===== src/hw/dsam_pkg.sv =====
/*
 * Shared constants and carrier types for the direct segment address
 * mapper: segment bases, sizes, offsets and the translation result.
 * Assumes a 32-bit virtual and physical address space.
 */
package dsam_pkg;

    // ****************************************************************
    // Address widths and segment boundaries
    // ****************************************************************
    localparam int          ADDR_W         = 32;               // Address width
    localparam int          MSB_POS        = 31;               // Privilege bit
    localparam logic [31:0] USER_TOP       = 32'h7fff_ffff;    // Lower half end
    localparam logic [31:0] USER_PHYS_OFS  = 32'h4000_0000;    // Lower half offset
    localparam logic [31:0] CACHED_BASE    = 32'h8000_0000;    // Cached window
    localparam logic [31:0] CACHED_TOP     = 32'h9fff_ffff;    // Cached window end
    localparam logic [31:0] UNCACHED_BASE  = 32'ha000_0000;    // Uncached window
    localparam logic [31:0] UNCACHED_TOP   = 32'hbfff_ffff;    // Uncached end
    localparam logic [31:0] LINEAR_BASE    = 32'hc000_0000;    // Linear segment
    localparam logic [31:0] WINDOW_MASK    = 32'h1fff_ffff;    // 512 Mbyte window
    localparam logic [31:0] USER_RSV_BASE  = 32'h7f00_0000;    // Top 16 Mbytes
    localparam logic [31:0] LINEAR_RSV_BASE = 32'hff00_0000;   // Top 16 Mbytes
    localparam logic [31:0] DEBUG_BASE     = 32'hff20_0000;    // Debug window
    localparam logic [31:0] DEBUG_TOP      = 32'hff3f_ffff;    // Debug end

    // ****************************************************************
    // Types
    // ****************************************************************
    typedef enum logic {
        DSAM_USER,
        DSAM_KERNEL
    } dsam_mode_t;

    // Translation result of one address port
    typedef struct packed {
        logic [31:0] physAddr;   // Physical address
        logic        cacheable;  // May be cached
        logic        onChipRsv;  // On-chip reserved area
        logic        debugArea;  // Debug monitor / test window
        logic        addrError;  // Privilege violation
    } dsam_xlat_t;

endpackage : dsam_pkg


===== src/hw/dsam_mapper.sv =====
/*
 * Direct segment address mapper: holds the user/kernel privilege state
 * and translates the fetch and data addresses, one cycle of latency.
 * Assumes the core pulses excDetect and excReturn for one cycle and
 * drives both address ports synchronously to clk.
 */
// Notes on behaviour
// - Two privilege states; exception enters kernel.
// - Kernel held until exception return executes.
// - User access with MSB set errors.
// - Kernel may access upper half freely.
// - Lower half adds fixed offset 0x40000000.
// - Lower half adds the same offset in kernel.
// - Lower half top 16M reserved, uncached.
// - Cached window maps to zero, cacheable.
// - Uncached window maps to zero, uncached.
// - Top gigabyte is kernel linear segment.
// - Linear segment top 16M reserved, uncached.
// - 0xFF200000-0xFF3FFFFF flagged debug window.
`timescale 1ns/10ps
module dsam_mapper (
    // Clock, reset, enable
    input  wire logic                 clk,
    input  wire logic                 rst_n,
    input  wire logic                 clkEn,
    // Privilege events from the pipeline
    input  wire logic                 excDetect,
    input  wire logic                 excReturn,
    // Fetch address port
    input  wire logic                 fetchValid,
    input  wire logic [31:0]          fetchVirt,
    output logic                      fetchOutValid,
    output dsam_pkg::dsam_xlat_t      fetchXlat,
    // Data address port
    input  wire logic                 dataValid,
    input  wire logic [31:0]          dataVirt,
    output logic                      dataOutValid,
    output dsam_pkg::dsam_xlat_t      dataXlat,
    // Current privilege
    output logic                      kernelMode
);
    import dsam_pkg::*;

    // ****************************************************************
    // Translation function
    // ****************************************************************
    // Shared by both ports so fetch and data can never disagree
    function automatic dsam_xlat_t xlate(input logic [31:0] va,
                                         input logic        kern);
        dsam_xlat_t r;
        r = '0;
        if (!va[MSB_POS]) begin
            r.physAddr  = va + USER_PHYS_OFS;
            r.onChipRsv = (va >= USER_RSV_BASE);
            r.cacheable = !r.onChipRsv;
        end else if (va <= CACHED_TOP) begin
            r.physAddr  = va & WINDOW_MASK;
            r.cacheable = 1'b1;
        end else if (va <= UNCACHED_TOP) begin
            r.physAddr  = va & WINDOW_MASK;
            r.cacheable = 1'b0;
        end else begin
            r.physAddr  = va;
            r.onChipRsv = (va >= LINEAR_RSV_BASE);
            r.cacheable = !r.onChipRsv;
            r.debugArea = (va >= DEBUG_BASE) && (va <= DEBUG_TOP);
        end
        r.addrError = va[MSB_POS] && !kern;
        if (r.addrError) begin
            // Refused access: no target, nothing cacheable
            r.physAddr  = '0;
            r.cacheable = 1'b0;
            r.onChipRsv = 1'b0;
            r.debugArea = 1'b0;
        end
        return r;
    endfunction : xlate

    // ****************************************************************
    // Privilege state
    // ****************************************************************
    dsam_mode_t mode_ff;       // Current privilege
    dsam_mode_t nxt_mode;      // Next privilege

    // Next privilege; an exception outranks a return in the same cycle
    always_comb begin
        nxt_mode = mode_ff;
        case (mode_ff)
            DSAM_USER: begin
                if (excDetect) begin
                    nxt_mode = DSAM_KERNEL;
                end
            end
            DSAM_KERNEL: begin
                if (!excDetect && excReturn) begin
                    nxt_mode = DSAM_USER;
                end
            end
            default: begin
                nxt_mode = DSAM_KERNEL;
            end
        endcase
    end

    // Register privilege; reset comes up in kernel
    always_ff @(posedge clk or negedge rst_n) begin
        if (!rst_n) begin
            mode_ff <= DSAM_KERNEL;
        end else if (clkEn) begin
            mode_ff <= nxt_mode;
        end
    end

    assign kernelMode = (mode_ff == DSAM_KERNEL);

    // ****************************************************************
    // Translation pipeline register
    // ****************************************************************
    logic       fValid_ff;     // Fetch result valid
    logic       dValid_ff;     // Data result valid
    dsam_xlat_t fXlat_ff;      // Fetch result
    dsam_xlat_t dXlat_ff;      // Data result
    logic       nxt_fValid;
    logic       nxt_dValid;
    dsam_xlat_t nxt_fXlat;
    dsam_xlat_t nxt_dXlat;

    // Translate both ports with the privilege in force this cycle
    always_comb begin
        nxt_fValid = fetchValid;
        nxt_dValid = dataValid;
        nxt_fXlat  = fetchValid ? xlate(fetchVirt, kernelMode) : '0;
        nxt_dXlat  = dataValid  ? xlate(dataVirt,  kernelMode) : '0;
    end

    // Register results
    always_ff @(posedge clk or negedge rst_n) begin
        if (!rst_n) begin
            fValid_ff <= 1'b0;
            dValid_ff <= 1'b0;
            fXlat_ff  <= '0;
            dXlat_ff  <= '0;
        end else if (clkEn) begin
            fValid_ff <= nxt_fValid;
            dValid_ff <= nxt_dValid;
            fXlat_ff  <= nxt_fXlat;
            dXlat_ff  <= nxt_dXlat;
        end
    end

    assign fetchOutValid = fValid_ff;
    assign fetchXlat     = fXlat_ff;
    assign dataOutValid  = dValid_ff;
    assign dataXlat      = dXlat_ff;
endmodule : dsam_mapper


===== config.mk =====
export PLATFORM = sky130hd
export DESIGN_NAME = dsam_mapper
export DESIGN_NICKNAME = d
export VERILOG_FILES = /design/src/hw/dsam_pkg.sv /design/src/hw/dsam_mapper.sv
export SDC_FILE = /design/constraint.sdc
export NUM_CORES = 1
export LEC_CHECK = 0
export BUFFER_PORTS_ARGS = -buffer_cell sky130_fd_sc_hd__buf_2
export CORE_UTILIZATION = 48
export DETAILED_ROUTE_END_ITERATION = 6
export GPL_TIMING_DRIVEN = 0
export PLACE_DENSITY = 0.84
export SYNTH_ARGS = -nofsm -noshare
export SYNTH_HDL_FRONTEND = slang
export SYNTH_SLANG_ARGS = --single-unit

===== constraint.sdc =====
create_clock -name clk -period 3.4 [get_ports clk]
set_clock_uncertainty 0.1 [all_clocks]
set_input_delay 0.34 -clock clk [delete_from_list [all_inputs] [get_ports clk]]
set_output_delay 0.34 -clock clk [all_outputs]
set_load 0.02 [all_outputs]

; ---- Yosys cells after proc, flatten, opt, wreduce, memory -nomap -nowiden
; Cells that the tools add are included.
[classes]
bitwise_logic = 1
mux = 19
addsub = 2
order_cmp = 12
n_reduce_logical = 11
[op_table]
columns = cell, n
row1 = "<= comparator 32 bit, second input constant", 6
row2 = 2-to-1 mux 33 bit, 4
row3 = ">= comparator 32 bit, second input constant", 4
row4 = 2-to-1 mux 36 bit, 2
row5 = 2-to-1 mux 35 bit, 2
row6 = 2-to-1 mux 34 bit, 2
row7 = "adder 32 x 31 -> 32 bit, second input constant", 2
row8 = ">= comparator 32 x 31 -> 1 bit, second input constant", 2
row9 = 2-to-1 mux 2 bit, 4
row10 = zero test 1 bit, 6
row11 = logical AND 1 bit, 5
row12 = 2-to-1 mux 1 bit, 4
row13 = case mux 1 bit (2 select lines), 1
row14 = NOT 1 bit, 1
[word_totals]
in_bits = 71
regBits = 75
out_inout_bits = 75

; ---- Logic depth before layout (Yosys ltp)
[depth]
ltp_word = 7
ltp_mapped = 6
ltp_nobuf = 3

; ---- Worst setup path after synthesis
; OpenSTA, ideal clock, no wires.
[synth_timing]
kind = register to register
startpoint = register mode_ff, in the netlist kernelMode
endpoint = register fXlat_ff, in the netlist fetchXlat[17]
path_buffers = 2
stages_incl_launch_ff = 6
slack_ns = 2.023
setup_time_ns = 0.066
period_less_slack_ns = 1.377
arrival_time_ns = 1.211
path_cell_list = dfstp_2 > nand2b_1 > nor2b_4 > buf_6 > buf_6 > a22o_1
[synth_between]
elab_chain_len = 4
[synth_lines]
columns = item, line
row1 = "start, declared", dsam_mapper.sv:82  ; dsam_mode_t mode_ff;
row2 = "start signal, assigned", dsam_mapper.sv:110  ; mode_ff <= nxt_mode;
row3 = zero test 1 bit, dsam_mapper.sv:68  ; r.addrError = va[MSB_POS] && !kern;
row4 = logical AND 1 bit, dsam_mapper.sv:68
row5 = 2-to-1 mux 35 bit, dsam_mapper.sv:69  ; if (r.addrError) begin
row6 = 2-to-1 mux 36 bit, dsam_mapper.sv:132  ; nxt_fXlat = fetchValid ? xlate(fetchVirt, kernelMode) : '0;
row7 = "end signal, assigned", dsam_mapper.sv:146  ; fXlat_ff <= nxt_fXlat;
row8 = "end, declared", dsam_mapper.sv:121  ; dsam_xlat_t fXlat_ff;
; No other way between the ends.
; A chain may end at the register's enable or synchronous reset.

; ---- Final worst setup path
[layout_timing]
startpoint = register mode_ff, in the netlist kernelMode
endpoint = output kernelMode
[layout_lines]
columns = item, line
row1 = "end, declared", dsam_mapper.sv:40  ; output logic kernelMode
; No word-level cell between the ends.

==> run metrics <==
Hold Fails Final Rpt=0; outcome=completed; DR iter-0 viols=~120; DRT Pass-1 Iters=4; P_leak=approximately 2.1 nW; standard-cell row count=27; WL/cell=roughly 17 um; unrepaired setup endpoints after global routing=false; final setup fails=0; number of synthesized register bits=75; critical path's top delay family=flip-flops; synth top area cells=dfrtp_1 (65%), a22o_1 (19%), buf_6 (3.6%); Post-synth ARST share=100%; CP max stage delay=between 0.5 and 0.6 ns; initial antenna violation count=0; clk slew on worst S/H paths=around 0.07 ns; count leader, synth=dfrtp_1; Worst Tran Pin Value=roughly 0.92 ns; Setup TNS Final=0 ns; area leader, netlist=dfrtp_1; grt ovf=0; critical-path cell list=buf_2; die extent in y=around 79 um; RePlAce Congestion=0.796; first-pass GRT wire length=around 11,000 um; Worst setup EP type=output port; post-CTS sizing=0; Starting Density=between 50% and 60%; Synth Cell Area=0.00285 mm^2; FMAX=about 0.67 GHz; Max Slew Vio Count=0; Fillers=about 430; Boundary Pins=around 150; Pwr Density=524 mW/mm^2; Post-Syn Area per Cell=between 10 and 15 um^2; CP Buf/Inv Count=1; GRT Total Usage=23.8%; Finished Layout Cells=425; synth unique cells=22; clk_lat worst skew=0.32 ns; CTS tree=yes; DPL Wire Length=~5200 um; dpl cells=between 400 and 500; Fin Hold WS=between 0.04 and 0.05 ns; total setup buffers inserted after CTS=0; via count=roughly 2,300; CP Launch Type=register; Num Clock Sinks=75; largest net degree at the start of global routing=between 70 and 80; Inserted Diodes=0; placed cell areas=around 0.0037 mm^2; Residual DRC=0; Worst Hold Class=input pin to async pin; number of global-route vias before repair=between 2,000 and 2,500; PnR Total Power=between 2 and 2.5 mW; fin crit period=1.50 ns; final wirelength=about 7200 um; crit path max-delay cell type=dfstp_2; critical path class=register to output port; area of the core=between 0.005 and 0.006 mm^2; CTS buffer count=9; clock buffer depth=2; FF/Latch Area=about 0.0019 mm^2; number of synthesized flops with an enable pin=0; crit-path max FO=4; post-synthesis sequential area ratio=about 66%; layout cells sized above 1=between 40% and 50%; Crit path required time=2.96 ns; net count reported at finish=between 400 and 500; Slew HR=between 30 and 40%; Util after Layout=approximately 70%; hold buffer count at cts=0; Ys Warns=0; Die ar.=between 0.006 and 0.007 mm^2; Via density=about 5.4; number of buffers added on ports=roughly 150; H-tree Lvls=3; post-layout instance area=approximately 0.0039 mm^2; maximum vdd drop=about 0.35 mV; worst setup margin=between 1.5 and 2 ns; worst slack, placed=1.85 ns; max-cap viol count=0; synthesis-to-layout area growth=35.6%; Yosys top cell area share=between 60 and 70%; post-route antenna net violation count=0; crit path DAT=~1.1 ns; period utilization=around 44%; Syn Nets=approximately 260; area of the multi-input gates=821 um^2; Syn Inst Count=approximately 190; width of the die=about 79 um; root buf cell=clkbuf_8; Post-synth top flop=dfrtp_1; Synth top cells by count=dfrtp_1 (74), a22o_1 (61), buf_6 (9)
sequential cells by signal, indices dropped and copies added, names as in the netlist:
register and count:
dataXlat 36, fetchXlat 36, dataOutValid 1, fetchOutValid 1
kernelMode 1
layer usage:
metal | global-route usage (%) | part of all wire [%] | up-vias
met5 | 0 | 0 | -
met4 | 8.36 | 1.2 | 0
met3 | 5.17 | 5.6 | 8
met2 | 40.9 | 50 | 100
met1 | 29.6 | 43 | 1152
li1 | - | - | 1048
cells by family (layout without fill, tap and decap cells):
family | after synthesis | in the layout | share of synthesized area, %
simple gates | 21 | 21 | 5.76
flops | 75 | 75 | 66.0
compound gates | 75 | 75 | 23.1
buf+inv | 21 | 182 | 5.19
worst paths after layout:
kind / start / to / slack [ns] / depth (start not counted)
hold reg to reg: dataXlat[0] / dataXlat[0] / 0.40 / 1
hold / removal: rst_n / dataXlat[20] / 0.04 / 1
min in group clk: dataVirt[13] / dataXlat[17] / 0.12 / 2
setup reg to reg: kernelMode / dataXlat[26] / 1.95 / 5
setup / recovery: kernelMode / kernelMode / 1.90 / 1
max in group asynchronous: rst_n / fetchXlat[13] / 2.56 / 1
layout by cell type (no fill, tap or decap), types with 2 or more instances in the layout:
master | netlist | final
buf_2 | 1 | 145
dfrtp_1 | 74 | 74
a22o_1 | 61 | 61
clkbuf_8 | 0 | 10
buf_6 | 9 | 9
clkbuf_1 | 6 | 8
a32o_1 | 6 | 6
nand2b_1 | 4 | 4
inv_1 | 4 | 4
o2bb2ai_1 | 4 | 4
nor2b_4 | 2 | 2
nand2_1 | 2 | 2
or2b_1 | 2 | 2
o21ai_0 | 2 | 2
and4_1 | 2 | 2
nand4_1 | 2 | 2
nand3b_1 | 2 | 2
nand3_1 | 2 | 2
nand4bb_1 | 2 | 2
o32ai_1 | 2 | 2
clkinvlp_4 | 0 | 2
cell type report:
class | instances | share of cell area, %
Clock buffer | 12 | 3.76
Tap cell | 72 | 2.33
Timing Repair Buffer | 145 | 18.9
Inverter | 5 | 0.486
Clock inverter | 4 | 1.30
Buffer | 16 | 3.34
Sequential cell | 75 | 48.7
Multi-Input combinational cell | 96 | 21.3
where the power goes:
| group | leakage [nW] | switching [mW] | internal, mW | total (mW) |
|---|---|---|---|---|
| combinational | 1.04 | 0.208 | 0.147 | 0.355 |
| sequential | 0.990 | 0.0370 | 0.961 | 0.998 |
| clock | 0.0926 | 0.311 | 0.359 | 0.670 |
Note: power is estimated with default switching activity, not from simulation.
